File: src/hw/timer_pkg.sv
package timer_pkg;

    localparam int          ADDR_W     = 6;
    localparam int          DATA_W     = 32;

    // Register byte offsets, one aligned word each
    localparam logic [5:0]  OFS_CTRL1  = 6'h00;
    localparam logic [5:0]  OFS_CTRL2  = 6'h04;
    localparam logic [5:0]  OFS_FLAGS  = 6'h08;
    localparam logic [5:0]  OFS_IC1H   = 6'h0c;
    localparam logic [5:0]  OFS_IC1L   = 6'h10;
    localparam logic [5:0]  OFS_OC1H   = 6'h14;
    localparam logic [5:0]  OFS_OC1L   = 6'h18;
    localparam logic [5:0]  OFS_OC2H   = 6'h1c;
    localparam logic [5:0]  OFS_OC2L   = 6'h20;
    localparam logic [5:0]  OFS_CNTH   = 6'h24;
    localparam logic [5:0]  OFS_CNTL   = 6'h28;
    localparam logic [5:0]  OFS_ACNTH  = 6'h2c;
    localparam logic [5:0]  OFS_ACNTL  = 6'h30;
    localparam logic [5:0]  OFS_IC2H   = 6'h34;
    localparam logic [5:0]  OFS_IC2L   = 6'h38;
    localparam logic [5:0]  OFS_OC_STEP = 6'h08;

    // ctrl_reg_one fields
    localparam int          C1_CAP_IE  = 7;
    localparam int          C1_CMP_IE  = 6;
    localparam int          C1_OVF_IE  = 5;
    localparam int          C1_FORCE2  = 4;
    localparam int          C1_FORCE1  = 3;
    localparam int          C1_LVL2    = 2;
    localparam int          C1_EDGE1   = 1;
    localparam int          C1_LVL1    = 0;

    // ctrl_reg_two fields
    localparam int          C2_PIN1_EN = 7;
    localparam int          C2_PIN2_EN = 6;
    localparam int          C2_ONE_PLS = 5;
    localparam int          C2_PWM     = 4;
    localparam int          C2_CLK_MSB = 3;
    localparam int          C2_CLK_LSB = 2;
    localparam int          C2_EDGE2   = 1;
    localparam int          C2_EXT_EDGE = 0;

    // Flag vector index; flag_reg shows it in bits 7:3
    localparam int          F_CAP1     = 4;
    localparam int          F_CMP1     = 3;
    localparam int          F_OVF      = 2;
    localparam int          F_CAP2     = 1;
    localparam int          F_CMP2     = 0;
    localparam int          NUM_FLAGS  = 5;

    localparam logic [7:0]  CTRL_RST   = 8'h00;
    localparam logic [15:0] CMP_RST    = 16'h8000;
    localparam logic [15:0] CNT_RST    = 16'hfffc;
    localparam logic [15:0] CNT_MAX    = 16'hffff;
    localparam logic [15:0] ONE_PLS_CAP = 16'hfffd;
    localparam logic [15:0] CAP_RST    = 16'h0000;

    // timer_clk_sel codes and divide factors
    localparam logic [1:0]  CLK_DIV4   = 2'h0;
    localparam logic [1:0]  CLK_DIV2   = 2'h1;
    localparam logic [1:0]  CLK_DIV8   = 2'h2;
    localparam logic [1:0]  CLK_EXT    = 2'h3;
    localparam logic [2:0]  DIV2_LAST  = 3'h1;
    localparam logic [2:0]  DIV4_LAST  = 3'h3;
    localparam logic [2:0]  DIV8_LAST  = 3'h7;

endpackage : timer_pkg

File: src/hw/timer_prescaler.sv
`timescale 1ns/1ps
module timer_prescaler
    import timer_pkg::*;
(
    input  wire logic       ref_clk_in,    // Core clock
    input  wire logic       rst_in,        // Sync reset, high
    input  wire logic       clk_en_in,     // Freezes state when low
    input  wire logic       run_in,        // Low while halted
    input  wire logic [1:0] clk_sel_in,    // timer_clk_sel
    input  wire logic       ext_edge_in,   // 1 rising, 0 falling
    input  wire logic       ext_clk_in,    // External clock pin
    output logic            tick_out       // One-cycle count tick
);

    logic [2:0] div_q;
    logic [2:0] last_w;
    logic       ext_s1_q;
    logic       ext_s2_q;
    logic       ext_s3_q;
    logic       ext_tick_w;

    always_comb begin
        case (clk_sel_in)
            CLK_DIV2: last_w = DIV2_LAST;
            CLK_DIV8: last_w = DIV8_LAST;
            default:  last_w = DIV4_LAST;
        endcase
    end

    always_ff @(posedge ref_clk_in) begin
        if (rst_in) begin
            ext_s1_q <= 1'b0;
            ext_s2_q <= 1'b0;
            ext_s3_q <= 1'b0;
        end else if (clk_en_in) begin
            ext_s1_q <= ext_clk_in;
            ext_s2_q <= ext_s1_q;
            ext_s3_q <= ext_s2_q;
        end
    end

    assign ext_tick_w = ext_edge_in ? (ext_s2_q & ~ext_s3_q) : (~ext_s2_q & ext_s3_q);

    // Divider restarts cleanly if the factor shrinks mid-count
    always_ff @(posedge ref_clk_in) begin
        if (rst_in) begin
            div_q <= 3'h0;
        end else if (clk_en_in && run_in && clk_sel_in != CLK_EXT) begin
            div_q <= (div_q >= last_w) ? 3'h0 : div_q + 3'h1;
        end
    end

    // External clock bypasses the divider entirely
    assign tick_out = clk_en_in & run_in &
                      ((clk_sel_in == CLK_EXT) ? ext_tick_w : (div_q >= last_w));

endmodule : timer_prescaler

File: src/hw/timer_pwm_irq_control.sv
// Design decisions made here: the address map and the Avalon-MM interface to the registers.
`timescale 1ns/1ps
module timer_pwm_irq_control
    import timer_pkg::*;
(
    input  wire logic              ref_clk_in,          // 250 MHz core clock
    input  wire logic              rst_in,              // Sync reset, high
    input  wire logic              clk_en_in,           // Freezes all state when low
    input  wire logic [ADDR_W-1:0] avs_address_in,      // Byte address
    input  wire logic              avs_read_in,         // Read request
    input  wire logic              avs_write_in,        // Write request
    input  wire logic [DATA_W-1:0] avs_writedata_in,    // Write data
    input  wire logic [3:0]        avs_byteenable_in,   // Byte lanes
    output logic [DATA_W-1:0]      avs_readdata_out,    // Read data
    output logic                   avs_waitrequest_out, // Stall
    input  wire logic              capture_in1_in,      // Capture pin 1
    input  wire logic              capture_in2_in,      // Capture pin 2
    input  wire logic              ext_clk_in,          // External timer clock pin
    input  wire logic              cpu_halt_in,         // CPU in halt
    input  wire logic              cpu_wait_in,         // CPU in wait
    input  wire logic              cpu_irq_mask_in,     // CPU interrupt mask
    output logic                   wave_out_pin1_out,   // Waveform pin 1 level
    output logic                   wave_pin1_oe_out,    // Pin 1 driven
    output logic                   wave_out_pin2_out,   // Waveform pin 2 level
    output logic                   wave_pin2_oe_out,    // Pin 2 driven
    output logic                   timer_irq_out,       // Shared timer interrupt
    output logic                   wait_wake_out        // Wake CPU from wait
);

    logic [7:0]           ctrl1_q;
    logic [7:0]           ctrl2_q;
    logic [15:0]          oc_q [2];
    logic [1:0]           inhibit_q;
    logic [15:0]          cnt_q;
    logic [15:0]          ic1_q;
    logic [15:0]          ic2_q;
    logic [NUM_FLAGS-1:0] flags_q;
    logic [NUM_FLAGS-1:0] seen_q;
    logic [NUM_FLAGS-1:0] flag_set_w;
    logic [NUM_FLAGS-1:0] flag_clr_w;
    logic                 ack_q;
    logic [DATA_W-1:0]    rdata_q;
    logic [7:0]           rd_mux_w;
    logic [1:0]           cap_s1_q;
    logic [1:0]           cap_s2_q;
    logic [1:0]           cap_s3_q;
    logic [1:0]           edge_w;
    logic [1:0]           armed_q;
    logic [1:0]           cap_fire_w;
    logic                 halt_d_q;
    logic                 wave1_q;
    logic                 wave2_q;
    logic                 req_w;
    logic                 done_w;
    logic                 rd_done_w;
    logic                 wr_done_w;
    logic                 tick_w;
    logic                 pwm_w;
    logic                 one_pls_w;
    logic                 match1_w;
    logic                 match2_w;
    logic                 exit_w;
    logic                 one_pls_trig_w;
    logic                 ovf_w;
    logic                 irq_src_w;
    logic                 cnt_wr_w;

    // Bus slave: one wait cycle, answer on the second edge
    assign req_w               = avs_read_in | avs_write_in;
    assign avs_waitrequest_out = req_w & ~ack_q;
    assign done_w              = req_w & ack_q & clk_en_in;
    assign rd_done_w           = done_w & avs_read_in;
    assign wr_done_w           = done_w & avs_write_in & avs_byteenable_in[0];
    assign avs_readdata_out    = rdata_q;

    always_ff @(posedge ref_clk_in) begin
        if (rst_in) begin
            ack_q <= 1'b0;
        end else if (clk_en_in) begin
            ack_q <= req_w & ~ack_q;
        end
    end

    always_comb begin
        case (avs_address_in)
            OFS_CTRL1: rd_mux_w = ctrl1_q;
            OFS_CTRL2: rd_mux_w = ctrl2_q;
            OFS_FLAGS: rd_mux_w = {flags_q, 3'h0};
            OFS_IC1H:  rd_mux_w = ic1_q[15:8];
            OFS_IC1L:  rd_mux_w = ic1_q[7:0];
            OFS_OC1H:  rd_mux_w = oc_q[0][15:8];
            OFS_OC1L:  rd_mux_w = oc_q[0][7:0];
            OFS_OC2H:  rd_mux_w = oc_q[1][15:8];
            OFS_OC2L:  rd_mux_w = oc_q[1][7:0];
            OFS_CNTH:  rd_mux_w = cnt_q[15:8];
            OFS_CNTL:  rd_mux_w = cnt_q[7:0];
            OFS_ACNTH: rd_mux_w = cnt_q[15:8];
            OFS_ACNTL: rd_mux_w = cnt_q[7:0];
            OFS_IC2H:  rd_mux_w = ic2_q[15:8];
            OFS_IC2L:  rd_mux_w = ic2_q[7:0];
            default:   rd_mux_w = 8'h00;
        endcase
    end

    always_ff @(posedge ref_clk_in) begin
        if (rst_in) begin
            rdata_q <= 32'h0000_0000;
        end else if (clk_en_in && avs_read_in && !ack_q) begin
            rdata_q <= {24'h00_0000, rd_mux_w};
        end
    end

    always_ff @(posedge ref_clk_in) begin
        if (rst_in) begin
            ctrl1_q <= CTRL_RST;
            ctrl2_q <= CTRL_RST;
        end else if (wr_done_w) begin
            if (avs_address_in == OFS_CTRL1) begin
                ctrl1_q <= avs_writedata_in[7:0];
            end
            if (avs_address_in == OFS_CTRL2) begin
                ctrl2_q <= avs_writedata_in[7:0];
            end
        end
    end

    // Mode decode
    assign pwm_w     = ctrl2_q[C2_PWM];
    assign one_pls_w = ctrl2_q[C2_ONE_PLS] & ~pwm_w;

    timer_prescaler u_prescaler (
        .ref_clk_in  (ref_clk_in),
        .rst_in      (rst_in),
        .clk_en_in   (clk_en_in),
        .run_in      (~cpu_halt_in),
        .clk_sel_in  (ctrl2_q[C2_CLK_MSB:C2_CLK_LSB]),
        .ext_edge_in (ctrl2_q[C2_EXT_EDGE]),
        .ext_clk_in  (ext_clk_in),
        .tick_out    (tick_w)
    );

    // Compare registers; high byte write holds the channel off
    for (genvar i = 0; i < 2; i++) begin : g_cmp
        localparam logic [5:0] OFS_H = OFS_OC1H + OFS_OC_STEP * 6'(i);
        localparam logic [5:0] OFS_L = OFS_OC1L + OFS_OC_STEP * 6'(i);
        always_ff @(posedge ref_clk_in) begin
            if (rst_in) begin
                oc_q[i]      <= CMP_RST;
                inhibit_q[i] <= 1'b0;
            end else if (wr_done_w && avs_address_in == OFS_H) begin
                oc_q[i][15:8] <= avs_writedata_in[7:0];
                inhibit_q[i]  <= 1'b1;
            end else if (wr_done_w && avs_address_in == OFS_L) begin
                oc_q[i][7:0]  <= avs_writedata_in[7:0];
                inhibit_q[i]  <= 1'b0;
            end
        end
    end

    assign match1_w = tick_w & ~inhibit_q[0] & (cnt_q == oc_q[0]);
    assign match2_w = tick_w & ~inhibit_q[1] & (cnt_q == oc_q[1]);

    // Capture pins: two-stage sync, third stage for edge detect
    always_ff @(posedge ref_clk_in) begin
        if (rst_in) begin
            cap_s1_q <= 2'h0;
            cap_s2_q <= 2'h0;
            cap_s3_q <= 2'h0;
            halt_d_q <= 1'b0;
        end else if (clk_en_in) begin
            cap_s1_q <= {capture_in2_in, capture_in1_in};
            cap_s2_q <= cap_s1_q;
            cap_s3_q <= cap_s2_q;
            halt_d_q <= cpu_halt_in;
        end
    end

    for (genvar i = 0; i < 2; i++) begin : g_cap
        logic rise_sel;
        logic live_w;
        assign rise_sel   = (i == 0) ? ctrl1_q[C1_EDGE1] : ctrl2_q[C2_EDGE2];
        // Capture one is cut off from the timer in PWM
        assign live_w     = (i == 0) ? ~pwm_w : 1'b1;
        assign edge_w[i]  = live_w &
                            (rise_sel ? (cap_s2_q[i] & ~cap_s3_q[i])
                                      : (~cap_s2_q[i] & cap_s3_q[i]));
        assign cap_fire_w[i] = (edge_w[i] & ~cpu_halt_in) | (exit_w & armed_q[i]);
        always_ff @(posedge ref_clk_in) begin
            if (rst_in) begin
                armed_q[i] <= 1'b0;
            end else if (clk_en_in) begin
                if (exit_w) begin
                    armed_q[i] <= 1'b0;
                end else if (cpu_halt_in && edge_w[i]) begin
                    armed_q[i] <= 1'b1;
                end
            end
        end
    end

    // Leaving halt is by interrupt; a reset wake-up restarts from reset
    assign exit_w         = clk_en_in & halt_d_q & ~cpu_halt_in;
    assign one_pls_trig_w = one_pls_w & cap_fire_w[0];
    assign ovf_w          = tick_w & (cnt_q == CNT_MAX) & ~(pwm_w & match2_w);
    assign cnt_wr_w       = wr_done_w &
                            (avs_address_in == OFS_CNTL || avs_address_in == OFS_ACNTL);

    // Free-running counter; halt stops ticks so it holds its value
    always_ff @(posedge ref_clk_in) begin
        if (rst_in) begin
            cnt_q <= CNT_RST;
        end else if (clk_en_in) begin
            if (cnt_wr_w || one_pls_trig_w) begin
                cnt_q <= CNT_RST;
            end else if (pwm_w && match2_w) begin
                // Four counts up to wrap plus one at the match
                cnt_q <= CNT_RST;
            end else if (tick_w) begin
                cnt_q <= cnt_q + 16'h0001;
            end
        end
    end

    always_ff @(posedge ref_clk_in) begin
        if (rst_in) begin
            ic1_q <= CAP_RST;
            ic2_q <= CAP_RST;
        end else if (clk_en_in) begin
            if (one_pls_trig_w) begin
                ic1_q <= ONE_PLS_CAP;
            end else if (cap_fire_w[0]) begin
                ic1_q <= cnt_q;
            end
            if (cap_fire_w[1]) begin
                ic2_q <= cnt_q;
            end
        end
    end

    // Flag events; compare flags held off in PWM, compare one in one-pulse
    assign flag_set_w[F_CAP1] = cap_fire_w[0] | (pwm_w & match2_w);
    assign flag_set_w[F_CMP1] = match1_w & ~pwm_w & ~one_pls_w;
    assign flag_set_w[F_OVF]  = ovf_w;
    assign flag_set_w[F_CAP2] = cap_fire_w[1];
    assign flag_set_w[F_CMP2] = match2_w & ~pwm_w;

    assign flag_clr_w[F_CAP1] = done_w & (avs_address_in == OFS_IC1L);
    assign flag_clr_w[F_CMP1] = done_w & (avs_address_in == OFS_OC1L);
    assign flag_clr_w[F_OVF]  = done_w & (avs_address_in == OFS_CNTL);
    assign flag_clr_w[F_CAP2] = done_w & (avs_address_in == OFS_IC2L);
    assign flag_clr_w[F_CMP2] = done_w & (avs_address_in == OFS_OC2L);

    // Two-step clear; a new event in the clearing cycle wins
    for (genvar i = 0; i < NUM_FLAGS; i++) begin : g_flag
        always_ff @(posedge ref_clk_in) begin
            if (rst_in) begin
                flags_q[i] <= 1'b0;
                seen_q[i]  <= 1'b0;
            end else if (clk_en_in) begin
                if (flag_set_w[i]) begin
                    flags_q[i] <= 1'b1;
                end else if (flag_clr_w[i] && seen_q[i]) begin
                    flags_q[i] <= 1'b0;
                end
                if (rd_done_w && avs_address_in == OFS_FLAGS) begin
                    seen_q[i] <= flags_q[i];
                end else if (flag_clr_w[i]) begin
                    seen_q[i] <= 1'b0;
                end
            end
        end
    end

    // Waveform pin 1: PWM, one-pulse, forced or plain compare
    always_ff @(posedge ref_clk_in) begin
        if (rst_in) begin
            wave1_q <= 1'b0;
        end else if (clk_en_in) begin
            if (pwm_w) begin
                // Equal levels leave the pin constant
                if (match2_w) begin
                    wave1_q <= ctrl1_q[C1_LVL2];
                end else if (match1_w) begin
                    wave1_q <= ctrl1_q[C1_LVL1];
                end
            end else if (one_pls_w) begin
                if (one_pls_trig_w) begin
                    wave1_q <= ctrl1_q[C1_LVL2];
                end else if (match1_w) begin
                    wave1_q <= ctrl1_q[C1_LVL1];
                end
            end else if (ctrl1_q[C1_FORCE1] || match1_w) begin
                wave1_q <= ctrl1_q[C1_LVL1];
            end
        end
    end

    // Level two belongs to pin one in PWM and one-pulse
    always_ff @(posedge ref_clk_in) begin
        if (rst_in) begin
            wave2_q <= 1'b0;
        end else if (clk_en_in && !pwm_w && !one_pls_w) begin
            if (ctrl1_q[C1_FORCE2] || match2_w) begin
                wave2_q <= ctrl1_q[C1_LVL2];
            end
        end
    end

    assign wave_out_pin1_out = wave1_q;
    assign wave_pin1_oe_out  = ctrl2_q[C2_PIN1_EN];
    assign wave_out_pin2_out = wave2_q;
    assign wave_pin2_oe_out  = ctrl2_q[C2_PIN2_EN];

    assign irq_src_w = (ctrl1_q[C1_CAP_IE] & (flags_q[F_CAP1] | flags_q[F_CAP2]))
                     | (ctrl1_q[C1_CMP_IE] & (flags_q[F_CMP1] | flags_q[F_CMP2]))
                     | (ctrl1_q[C1_OVF_IE] & flags_q[F_OVF]);
    assign timer_irq_out = irq_src_w & ~cpu_irq_mask_in;
    // Wait never gates the timer; halt wake-up is not ours to give
    assign wait_wake_out = timer_irq_out & cpu_wait_in & ~cpu_halt_in;
endmodule : timer_pwm_irq_control

File: config.mk
export PLATFORM = sky130hd
export DESIGN_NAME = timer_pwm_irq_control
export DESIGN_NICKNAME = d
export VERILOG_FILES = /design/src/hw/timer_pkg.sv /design/src/hw/timer_prescaler.sv /design/src/hw/timer_pwm_irq_control.sv
export SDC_FILE = /design/constraint.sdc
export NUM_CORES = 1
export LEC_CHECK = 0
export BUFFER_PORTS_ARGS = -buffer_cell sky130_fd_sc_hd__buf_4
export CAP_MARGIN = 20
export CELL_PAD_IN_SITES_DETAIL_PLACEMENT = 0
export CELL_PAD_IN_SITES_GLOBAL_PLACEMENT = 2
export CORE_ASPECT_RATIO = 1.5
export CORE_UTILIZATION = 35
export CTS_BUF_LIST = sky130_fd_sc_hd__clkbuf_4 sky130_fd_sc_hd__clkbuf_8
export CTS_CLUSTER_DIAMETER = 200
export DETAILED_ROUTE_END_ITERATION = 8
export GPL_TIMING_DRIVEN = 0
export HOLD_SLACK_MARGIN = 0.08
export PLACE_DENSITY = 0.89
export SLEW_MARGIN = 10
export SYNTH_ARGS = -nofsm -noshare
export SYNTH_HDL_FRONTEND = slang
export SYNTH_HIERARCHICAL = 1
export SYNTH_SLANG_ARGS = --single-unit
File: constraint.sdc
create_clock -name ref_clk_in -period 8.3 [get_ports ref_clk_in]
set_clock_uncertainty 0.05 [all_clocks]
set_input_delay 2.49 -clock ref_clk_in [delete_from_list [all_inputs] [get_ports ref_clk_in]]
set_output_delay 2.49 -clock ref_clk_in [all_outputs]
set_load 0.05 [all_outputs]
# [Yosys cells after proc, flatten, opt, wreduce, memory -nomap -nowiden]
# Memories as Yosys holds them, arrays and structs flattened.
# Cells that the tools add are included.
[classes] magnitude_cmp=1 n_reduce_logical=65 add_sub_neg=2 eq_ne=21 bitwise_logic=71 muxes=66
[ops] op="$pmux 8 s13" n=1
[ops] op="$mux 16" n=5
[ops] op="$mux 1" n=54
[ops] op="$and 1x1->1" n=45
[ops] op="$eq 6x6->1 const B" n=7
[ops] op="$reduce_and 2->1" n=19
[ops] op="$eq 16x16->1" n=2
[ops] op="$mux 8" n=4
[ops] op="$reduce_bool 2->1" n=15
[ops] op="$eq 6x5->1 const B" n=4
[ops] op="$logic_and 1x1->1" n=19
[ops] op="$add 16x1->16 const B" n=1
[ops] op="$eq 16x16->1 const B" n=1
[ops] op="$not 1->1" n=14
[ops] op="$eq 6x4->1 const B" n=2
[ops] op="$or 1x1->1" n=12
[ops] op="$eq 6x3->1 const B" n=1
[ops] op="$logic_not 6->1" n=1
[ops] op="$pmux 3 s2" n=1
[ops] op="$reduce_bool 3->1" n=2
[ops] op="$eq 2x2->1 const B" n=2
[ops] op="$logic_or 1x1->1" n=4
[ops] op="$reduce_or 2->1" n=2
[ops] op="$add 3x1->3 const B" n=1
[ops] op="other kinds (5)" n=7
[word_totals] wordCells=258 ramBits=32 ff_bits=102 input_bits=53 memories=1
[mem_list] name="oc_q" depth=2 word_bits=16 read_ports=2 rd_clocked_by_memory_dff=0 wr=2 line_no="timer_pwm_irq_control.sv:32" rtl="logic [15:0] oc_q [2];"

# [Longest topological paths before layout]
# Gate-level depths: netlist of run 1.
[logic_depth] word_depth=12 ltp_mapped=12

# [By module]
# The synthesis of run 1 kept the hierarchy.
[modules_own_cells] module="timer_pwm_irq_control" instances=1 seq_area_each_um2=2882.8 cells_each=750 area_per_inst_um2=6740.2
[modules_own_cells] module="timer_prescaler" instances=1 seq_area_each_um2=120.1 cells_each=39 area_per_inst_um2=347.8

# [Least setup slack after synthesis of run 1]
# OpenSTA, ideal clock, no wires.
[synth_path] kind="in2out" from="input port cpu_irq_mask_in" to="output port wait_wake_out" t_arrival_ns=3.915 setup_slack_ns=1.845 path_stages=2 required_time_ns=5.760 cell_sequence="a31oi_1 and3_1"
[synth_via] elab_chain_len=4
[synth_rtl] element="start, declared" line_no="timer_pwm_irq_control.sv:21" rtl="input wire logic cpu_irq_mask_in,"
[synth_rtl] element="$not 1->1" line_no="timer_pwm_irq_control.sv:317" rtl="assign timer_irq_out = irq_src_w & ~cpu_irq_mask_in;"
[synth_rtl] element="$and 1x1->1" line_no="timer_pwm_irq_control.sv:317"
[synth_rtl] element="$and 1x1->1 (2 in series)" line_no="timer_pwm_irq_control.sv:319" rtl="assign wait_wake_out = timer_irq_out & cpu_wait_in & ~cpu_halt_in;"
[synth_rtl] element="end, declared" line_no="timer_pwm_irq_control.sv:27" rtl="output logic wait_wake_out"
# No other way between the ends.

# [Worst setup path after layout of run 1]
# Ends and elaborated chain as after synthesis.

==> results of run 1 <==
stage by stage:
step	instances	cell area, µm²
2_1_floorplan	812	7170
3_3_place_gp	1109	7780
3_5_place_dp	1109	7780
4_1_cts	1141	8210
5_1_grt	1141	8210
6_report	1141	8210
per-layer routing:
| layer | vias to the layer above | global-route usage, % | wire, µm |
|---|---|---|---|
| met5 | - | 0 | 0 |
| met4 | 0 | 14.7 | 1350 |
| met3 | 60 | 4.33 | 1540 |
| met2 | 289 | 37.9 | 11200 |
| met1 | 2901 | 27.4 | 9360 |
| li1 | 2925 | - | - |
state kept, by name (all words and copies together) (netlist names):
signal,flops
ctrl2_q,8
ic1_q,16
cnt_q,16
inhibit_q,2
seen_q,5
ctrl1_q,8
ack_q,1
flags_q,5
cap_s2_q,2
wave_out_pin2_out,1
avs_readdata_out,8
u_prescaler/ext_s3_q,1
armed_q,2
cap_s1_q,2
u_prescaler/ext_s1_q,1
wave_out_pin1_out,1
u_prescaler/div_q,3
cap_s3_q,2
halt_d_q,1
u_prescaler/ext_s2_q,1
ic2_q,16
oc_q,32
layout by cell type, fill, tap and decap left out, types with 4 or more instances in the layout:
cell type	synthesis	layout
buf_4	26	63
xnor2_1	22	22
o21ai_1	5	5
nand4_1	11	11
nor3_1	12	12
nand2b_1	6	6
edfxtp_1	32	32
a211oi_1	17	17
a22oi_1	45	45
a21oi_1	30	30
ha_1	4	4
buf_6	5	5
and3_1	8	8
inv_1	12	12
a222oi_1	5	5
nor2_1	110	110
a31oi_1	8	8
conb_1	1	24
o22ai_1	4	4
nor2b_1	5	5
and2_1	39	39
xor2_1	14	14
a22oi_2	6	6
buf_2	10	10
clkbuf_8	0	18
nand2_1	62	62
clkinv_4	0	6
nand3_1	37	37
o21ai_0	15	15
mux2i_1	35	35
dfxtp_1	102	102
clkbuf_1	35	35
worst max-delay path, stage by stage:
cell	delay, ns
buf_4	0.12
a31oi_1	0.24
and3_1	0.19
buf_4	0.19
report_power, final:
group	internal, mW	switching (mW)	total, mW
clock	0.313	0.285	0.598
combinational	0.0341	0.0773	0.111
sequential	0.676	0.00992	0.686
cell type report:
| class | count | area [µm²] | share of cell area, % |
|---|---|---|---|
| Clock buffer | 19 | 255 | 3.11 |
| Tap cell | 260 | 325 | 3.96 |
| Timing Repair Buffer | 37 | 278 | 3.39 |
| Buffer | 79 | 460 | 5.61 |
| Multi-Input combinational cell | 586 | 3660 | 44.6 |
| Clock inverter | 13 | 173 | 2.10 |
| Inverter | 13 | 48.8 | 0.595 |
| Sequential cell | 134 | 3000 | 36.6 |
worst min-delay path by stage:
stage	start	endpoint	slack [ns]
after floorplan	inhibit_q[0]	inhibit_q[0]	0.39
after global placement	avs_readdata_out[1]	avs_readdata_out[1]	0.39
after detailed placement	avs_readdata_out[1]	avs_readdata_out[1]	0.39
after CTS	avs_readdata_out[1]	avs_readdata_out[1]	0.41
after global routing	avs_readdata_out[1]	avs_readdata_out[1]	0.43
final	avs_readdata_out[1]	avs_readdata_out[1]	0.40
logic make-up (layout without fill, tap and decap cells):
| group | count (synthesis) | count (layout) | synth area share, % |
|---|---|---|---|
| DFF | 134 | 134 | 42.4 |
| and+or+nand+nor | 323 | 323 | 23.4 |
| other | 1 | 24 | 0.0529 |
| xor gates and xnor gates | 36 | 36 | 4.45 |
| muxes | 35 | 35 | 4.94 |
| adders and majority gates | 4 | 4 | 0.706 |
| buffers and inverters | 92 | 161 | 7.18 |
| AOI/OAI and AO/OA | 164 | 164 | 16.9 |
==> impl_metrics.py, run 1 <==
metrics = {
    "yosys": {
        "synth-seq-cells": 134,
        "netlist_top_cells_area": "dfxtp_1, edfxtp_1, nor2_1, mux2i_1, a22oi_1",
        "syn_area_per_cell_um2": 8.98,
        "synth_top_flop_cell": "dfxtp_1",
        "synth_most_common_cell": "nor2_1",
        "yosysSeqAreaShare_pct": 42.4,
        "yosys_warnings": 6,
        "yosysTopAreaCell": "dfxtp_1",
        "netlist.area_leader.share_pct": 28.8,
        "synthArstFlopShare_pct": 0,
        "synth.distinct_cells": 75,
        "synthCells": 789,
        "ys_top_cells_by_count": "nor2_1, dfxtp_1, nand2_1",
        "synth_edf_count": 32,
        "netlist_area_um2": 7090,
    },
    "die": {
        "die_w_um": 118,
        "die-area_um2": 20800,
        "fp.dieH_um": 176,
        "pin_count": 92,
        "initial_core_util_pct": 35.8,
        "rows": 63,
        "core_area_um2": 19800,
    },
    "timing": {
        "hold_ws_ns": 0.402,
        "fmax_ghz": 0.173,
        "tns_ns": 0,
        "hold_viol_final": 0,
        "relSlewSlack_pct": 24.3,
        "post-route-min-period_ns": 5.77,
        "setup_ws_ns": 2.53,
        "setup_violations": 0,
        "rsz0062_at_grt": "false",
        "tightestPinTransition_ns": 1.13,
        "final_max_slew_viol_count": 0,
        "timing.final.crit_share_pct": 69.5,
    },
    "drt": {
        "drc_errors": 0,
        "num_vias": 6175,
        "vias_per_cell": 5.41,
        "drt_iter0_drc": 504,
        "post_drt_wl_per_cell_um": 20.6,
        "drt-pass1-iter-count": 6,
        "ant_nets": 0,
        "totalWireLength_um": 23500,
    },
    "global_routing": {
        "track_usage_pct": 23.0,
        "grt_max_degree": 17,
        "grt-ovfl-total": 0,
        "grt_pass1_vias": 5699,
        "antenna_found_initial": 0,
        "grt_pass1_wl_um": 35100,
    },
    "setup_path": {
        "reg2reg_depth": 10,
        "startpoint": "cpu_irq_mask_in",
        "crit_end": "wait_wake_out",
        "critPathKind": "input pin to primary output",
        "startpoint_type": "input pin",
        "crit_required_ns": 5.76,
        "crit_path_end_kind": "primary output",
        "crit_fanout": 2,
        "cp.arrival_ns": 3.23,
        "timing.rr.start": "ctrl2_q[3]",
        "regToRegSetupSlack_ns": 4.45,
        "r2r-end": "flags_q[2]",
    },
    "pwr": {
        "p_per_area_nw_per_um2": 170,
        "p_total_mw": 1.40,
        "p_leak_nw": 3.06,
        "peakVddDrop_v": 0.0000730,
    },
    "finish": {
        "area_delta_synth_final_pct": 15.8,
        "drive_gt1_share_pct": 16.2,
        "antenna_cells": 0,
        "post-route-util_pct": 41.5,
        "nFillCells": 2006,
        "fin_nets": 925,
    },
    "flow_run": {
        "drv_cap": 0,
    },
    "clocking": {
        "htree_num_levels": 4,
        "cts_buffers": 17,
        "clk_path_buf_depth": 2,
        "cts_resized": 0,
        "clkTransAtPathRegs_ns": 0.08,
        "root_buffer": "clkbuf_8",
        "post_cts_buffers": 0,
        "cts_hold_buffers": 0,
        "clk_latency_ns": 0.47,
        "cts.sinks": 134,
        "tritoncts": "done",
    },
    "min_path": {
        "whs_path_depth": 2,
        "min_path_type": "flip-flop to flip-flop",
    },
    "placed_design": {
        "hpwl_um": 17700,
        "place_congestion": 0.937,
        "dp_slack_ns": 2.51,
        "portBuffers": 37,
    },
    "outcome": {
        "status": "finished clean",
    },
}
Power figures use the tool's default switching activity.
==> inputs of run 2 (changes only) <==
ABC_AREA = 1   (was default)
CORE_UTILIZATION = 34   (was 35)
PLACE_DENSITY = 0.93   (was 0.89)
clock period = 5.83 ns   (was 8.3 ns; I/O delays follow)
==> impl_metrics.py, run 2 <==
metrics = {
    "global_routing": {
        "antenna_found_initial": 0,
        "grt_max_degree": 17,
        "grt-ovfl-total": 0,
        "track_usage_pct": 25.4,
        "grt_pass1_wl_um": 40400,
        "grt_pass1_vias": 6792,
    },
    "yosys": {
        "synth-seq-cells": 134,
        "synth_compound_area_share_pct": 14.6,
        "synth_top_flop_cell": "dfxtp_1",
        "yosys_warnings": 6,
        "ys_top_cells_by_count": "nand2_1, nor2_1, dfxtp_1",
        "synth.distinct_cells": 45,
        "netlist.area_leader.share_pct": 28.1,
        "yosysSeqAreaShare_pct": 41.4,
        "synthSimpleGateAreaFrac_pct": 31.6,
        "netlist_area_um2": 7260,
        "synth_edf_count": 32,
        "synth_xor_area_share_pct": 1.09,
        "synthAdderAreaFrac_pct": 0.690,
        "synth_most_common_cell": "nand2_1",
        "syn_area_per_cell_um2": 7.05,
        "synthCells": 1029,
        "synth_top_family_by_area": "simple AND/OR/NAND/NOR gates",
        "synth.area.mux_share_pct": 0,
        "synthArstFlopShare_pct": 0,
        "yosysTopAreaCell": "dfxtp_1",
        "netlist_top_cells_area": "dfxtp_1, nand2_1, edfxtp_1, nor2_1, o21ai_0",
    },
    "timing": {
        "relSlewSlack_pct": 30.9,
        "hold_viol_final": 0,
        "rsz0062_at_grt": "false",
        "tightestPinTransition_ns": 1.03,
        "setup_ws_ns": 1.62,
        "setup_violations": 0,
        "fmax_ghz": 0.237,
        "hold_ws_ns": 0.399,
        "timing.final.crit_share_pct": 72.2,
        "final_max_slew_viol_count": 0,
        "post-route-min-period_ns": 4.21,
        "tns_ns": 0,
    },
    "finish": {
        "finalInstanceArea_um2": 8430,
        "fin_nets": 1168,
        "nFillCells": 2332,
        "antenna_cells": 0,
        "top_register": "oc_q",
        "mostFrequentLayoutCells": "nand2_1, nor2_1, dfxtp_1",
        "area_delta_synth_final_pct": 16.2,
        "drive_gt1_share_pct": 16.0,
        "largest_reg_flops": 32,
        "layout_commonest_cell": "nand2_1",
    },
    "setup_path": {
        "max_stage_delay_ns": 0.20,
        "startpoint": "cpu_halt_in",
        "critPathKind": "input pin to primary output",
        "worstPathCellList": "buf_4, inv_1, nand2_1, nor2_1, buf_4",
        "timing.rr.start": "ctrl2_q[3]",
        "cp_common_cell": "buf_4",
        "cp.arrival_ns": 2.41,
        "crit_fanout": 5,
        "crit_path_end_kind": "primary output",
        "crit_required_ns": 4.03,
        "startpoint_type": "input pin",
        "crit_slowest_cell": "buf_4",
    },
    "die": {
        "rows": 65,
        "pin_count": 92,
        "initial_core_util_pct": 34.6,
        "fp.dieH_um": 181,
        "die-area_um2": 21900,
        "die_w_um": 121,
        "core_area_um2": 21000,
    },
    "placed_design": {
        "hpwl_um": 20500,
        "dp_slack_ns": 1.44,
        "portBuffers": 40,
        "place_congestion": 0.948,
        "placed_cell_area_um2": 7980,
    },
    "min_path": {
        "min_path_type": "flip-flop to flip-flop",
        "hp-start": "armed_q[1]",
    },
    "clocking": {
        "htree_num_levels": 4,
        "clkTransAtPathRegs_ns": 0.07,
        "cts_hold_buffers": 0,
        "clk_latency_ns": 0.49,
        "post_cts_buffers": 0,
        "cts_resized": 0,
        "cts_buffers": 17,
        "cts.sinks": 134,
        "root_buffer": "clkbuf_8",
        "tritoncts": "done",
        "clk_path_buf_depth": 2,
    },
    "drt": {
        "ant_nets": 0,
        "totalWireLength_um": 26600,
        "vias_per_cell": 5.09,
        "drt-pass1-iter-count": 5,
        "num_vias": 7085,
        "drc_errors": 0,
        "post_drt_wl_per_cell_um": 19.1,
        "drt_iter0_drc": 566,
    },
    "pwr": {
        "peakVddDrop_v": 0.000173,
        "p_leak_nw": 3.80,
        "p_per_area_nw_per_um2": 245,
    },
    "flow_run": {
        "drv_cap": 0,
    },
    "outcome": {
        "status": "finished clean",
    },
}
-- run 2: changes by cell type after synthesis, moves of 10 or more --
cell,previous run,this run
mux2i_1,35,0
and2_1,39,0
nand2_1,62,266
inv_2,0,20
o21ai_0,15,86
clkbuf_1,35,12
nand3_2,1,11
a22oi_1,45,1
nor2_1,110,129
xnor2_1,22,4
a211oi_1,17,1
inv_1,12,96
a21oi_1,30,67
-- run 2: layout make-up --
cell class                      count  area [µm²]  area share, %
Buffer                             53         329           3.90
Clock buffer                       23         310           3.68
Clock inverter                      9         140           1.66
Inverter                          117         440           5.23
Multi-Input combinational cell    748        3570           42.4
Sequential cell                   134        3000           35.6
Tap cell                          268         335           3.98
Timing Repair Buffer               40         300           3.56
-- run 2: kinds of logic (layout without fill, tap and decap cells) --
group                    count (synthesis)  count (layout)
AO/OA/AOI/OAI                          196             196
XOR/XNOR                                 9               9
adder cells (fa/ha/maj)                  4               4
buffers and inverters                  170             242
flip-flops                             134             134
other                                    1              24
AND/OR/NAND/NOR                        515             515
-- run 2: critical path, delay by kind of cell --
family | cells | cell delay [ns]
buffers and inverters | 3 | 0.49
AND/OR/NAND/NOR | 2 | 0.17
-- run 2: where the power goes --
| group | total (mW) | switching (mW) | internal [mW] | leakage [nW] |
|---|---|---|---|---|
| combinational | 0.189 | 0.135 | 0.0544 | 2.42 |
| sequential | 0.990 | 0.0162 | 0.974 | 1.15 |
| clock | 0.889 | 0.400 | 0.488 | 0.222 |
| total | 2.07 | 0.551 | 1.52 | 3.80 |
-- run 2: layer usage --
layer | global-route usage, % | vias to the layer above | part of all wire [%]
li1 | - | 3476 | -
met1 | 29.2 | 3285 | 39
met2 | 43.6 | 255 | 50
met3 | 3.85 | 69 | 5.2
met4 | 16.0 | 0 | 6.0
met5 | 0 | - | 0
-- run 2: worst paths after layout --
check	end	slack, ns	cells past startpoint
worst max-delay path	wait_wake_out	1.62	5
worst min-delay path	armed_q[1]	0.40	2
worst max register to register	flags_q[3]	2.94	14
worst min register to register	armed_q[1]	0.40	2
-- run 2: through the flow --
stage / cells / util, % / power (mW)
2_1_floorplan: 1052 / - / 1.14
3_3_place_gp: 1360 / 38.0 / 1.20
3_5_place_dp: 1360 / 38.0 / 1.20
4_1_cts: 1392 / 40.2 / 2.07
5_1_grt: 1392 / 40.2 / 2.13
6_report: 1392 / 40.2 / 2.07
==> inputs of run 3 (changes only) <==
CORE_UTILIZATION = 31   (was 34)
PLACE_DENSITY = 0.89   (was 0.93)
clock period = 3.8 ns   (was 5.83 ns; I/O delays follow)
==> impl_metrics.py, run 3 (synthesis gave the netlist of run 2 again) <==
metrics = {
    "outcome": {
        "status": "finished clean",
    },
    "die": {
        "die-area_um2": 24000,
        "initial_core_util_pct": 31.6,
        "die_w_um": 127,
        "rows": 68,
        "fp.dieH_um": 189,
        "pin_count": 92,
        "core_area_um2": 23000,
    },
    "global_routing": {
        "antenna_found_initial": 0,
        "grt-ovfl-total": 0,
        "grt_pass1_wl_um": 40000,
        "grt_pass1_vias": 6683,
        "track_usage_pct": 22.9,
        "grt_max_degree": 17,
    },
    "drt": {
        "totalWireLength_um": 26600,
        "wl_met2_um": 13300,
        "drt-pass1-iter-count": 5,
        "wl_met1_um": 10200,
        "drt_iter0_drc": 378,
        "ant_nets": 0,
        "vias_per_cell": 5.00,
        "post_drt_wl_per_cell_um": 18.9,
        "num_vias": 7036,
        "drc_errors": 0,
        "top_layer": "met4",
        "wl_met3_um": 1200,
    },
    "placed_design": {
        "place_congestion": 0.938,
        "post-place-cells": 1372,
        "dp_slack_ns": 0.0752,
        "hpwl_um": 20500,
        "portBuffers": 40,
    },
    "timing": {
        "timing.final.crit_share_pct": 86.0,
        "hold_viol_final": 0,
        "tightestPinTransition_ns": 0.764,
        "relSlewSlack_pct": 48.5,
        "rsz0062_at_grt": "false",
        "setup_violations": 0,
        "post-route-min-period_ns": 3.27,
        "final_max_slew_viol_count": 0,
        "tns_ns": 0,
        "setup_ws_ns": 0.532,
        "fmax_ghz": 0.306,
    },
    "finish": {
        "post-route-util_pct": 36.3,
        "multi_input_area_um2": 3570,
        "nFillCells": 2506,
        "drive_gt1_share_pct": 16.2,
        "fin_nets": 1170,
        "area_delta_synth_final_pct": 15.0,
        "largest_reg_flops": 32,
        "top_register": "oc_q",
        "final_cells": 1407,
        "mostFrequentLayoutCells": "nand2_1, nor2_1, dfxtp_1",
        "layout_commonest_cell": "nand2_1",
        "regArea_um2": 3000,
    },
    "clocking": {
        "post_cts_buffers": 0,
        "root_buffer": "clkbuf_8",
        "cts_buffers": 17,
        "cts.sinks": 134,
        "clk_path_buf_depth": 2,
        "clkTransAtPathRegs_ns": 0.08,
        "tritoncts": "done",
        "clk_latency_ns": 0.48,
        "htree_num_levels": 4,
        "cts_resized": 0,
        "cts_hold_buffers": 0,
    },
    "pwr": {
        "p_int_mw": 2.04,
        "pwr-share-clk_pct": 37.6,
        "power_switching_mw": 0.861,
        "p_seq_share_pct": 52.3,
        "p_per_area_nw_per_um2": 348,
        "swShare_pct": 29.7,
        "peakVddDrop_v": 0.000226,
        "comb_power_share_pct": 10.1,
        "p_leak_nw": 3.77,
    },
    "setup_path": {
        "cp.buffers_inverters": 3,
        "critPathKind": "input pin to flip-flop",
        "crit_fanout": 5,
        "crit_required_ns": 4.13,
        "critPathTopFamily": "compound AO/OA/AOI/OAI gates",
        "startpoint_type": "input pin",
        "cp.arrival_ns": 3.60,
        "worstPathCellList": "buf_4, inv_1, nand2_1, clkinv_2, nand3_1, o21ai_0, o21ai_0, nor2_1, nand2_1, nor2_2, nand3_1, a21oi_1, nand2_1, nand2_1, nor2_1",
        "cp_common_cell": "nand2_1",
        "regToRegSetupSlack_ns": 0.96,
        "max_stage_delay_ns": 0.63,
        "crit_path_end_kind": "flip-flop",
        "crit_slowest_cell": "o21ai_0",
    },
    "flow_run": {
        "drv_cap": 0,
    },
    "min_path": {
        "min_path_type": "flip-flop to flip-flop",
    },
}
[run 3: power groups by stage]
stage / logic [mW] / clock network [mW] / registers (mW)
global placement: 0.289 / 0 / 1.55
detailed placement: 0.291 / 0 / 1.55
CTS: 0.292 / 1.11 / 1.52
finish: 0.293 / 1.09 / 1.52
floorplan: 0.201 / 0 / 1.55
global route: 0.315 / 1.16 / 1.52
[run 3: layer usage]
layer	up-vias	GRT usage, %
met5	-	0
met4	0	16.8
met3	86	3.19
met2	232	40.4
met1	3241	24.8
li1	3477	-
[run 3: path summary, 6_finish.rpt]
kind,startpoint,depth (start not counted),to
max,cpu_halt_in,15,wave_out_pin2_out
min,armed_q[1],2,armed_q[1]
max reg2reg,ctrl2_q[3],15,wave_out_pin2_out
min reg2reg,armed_q[1],2,armed_q[1]
[run 3: worst min-delay path, stage by stage, from the launching register on]
cell and delay [ns]:
dfxtp_1 0.31, inv_1 0.04, a21oi_1 0.05
[run 3: layout make-up]
type | instances | share of cell area, %
inverter | 117 | 5.28
antenna | 1 | 0.0300
clock buffer | 18 | 2.89
buffer | 53 | 3.94
sequential | 134 | 36.0
clock inverter | 14 | 1.17
tap | 280 | 4.20
multi-input combinational | 748 | 42.8
timing repair buffer | 42 | 3.72
[run 3: stage by stage]
| step | hold WS, ns | area (µm²) | total power [mW] |
|---|---|---|---|
| finish | 0.397 | 8340 | 2.90 |
| global route | 0.428 | 8340 | 3.00 |
| CTS | 0.403 | 8330 | 2.92 |
| detailed placement | 0.390 | 7990 | 1.84 |
| global placement | 0.390 | 7990 | 1.84 |
| floorplan | 0.376 | 7340 | 1.75 |
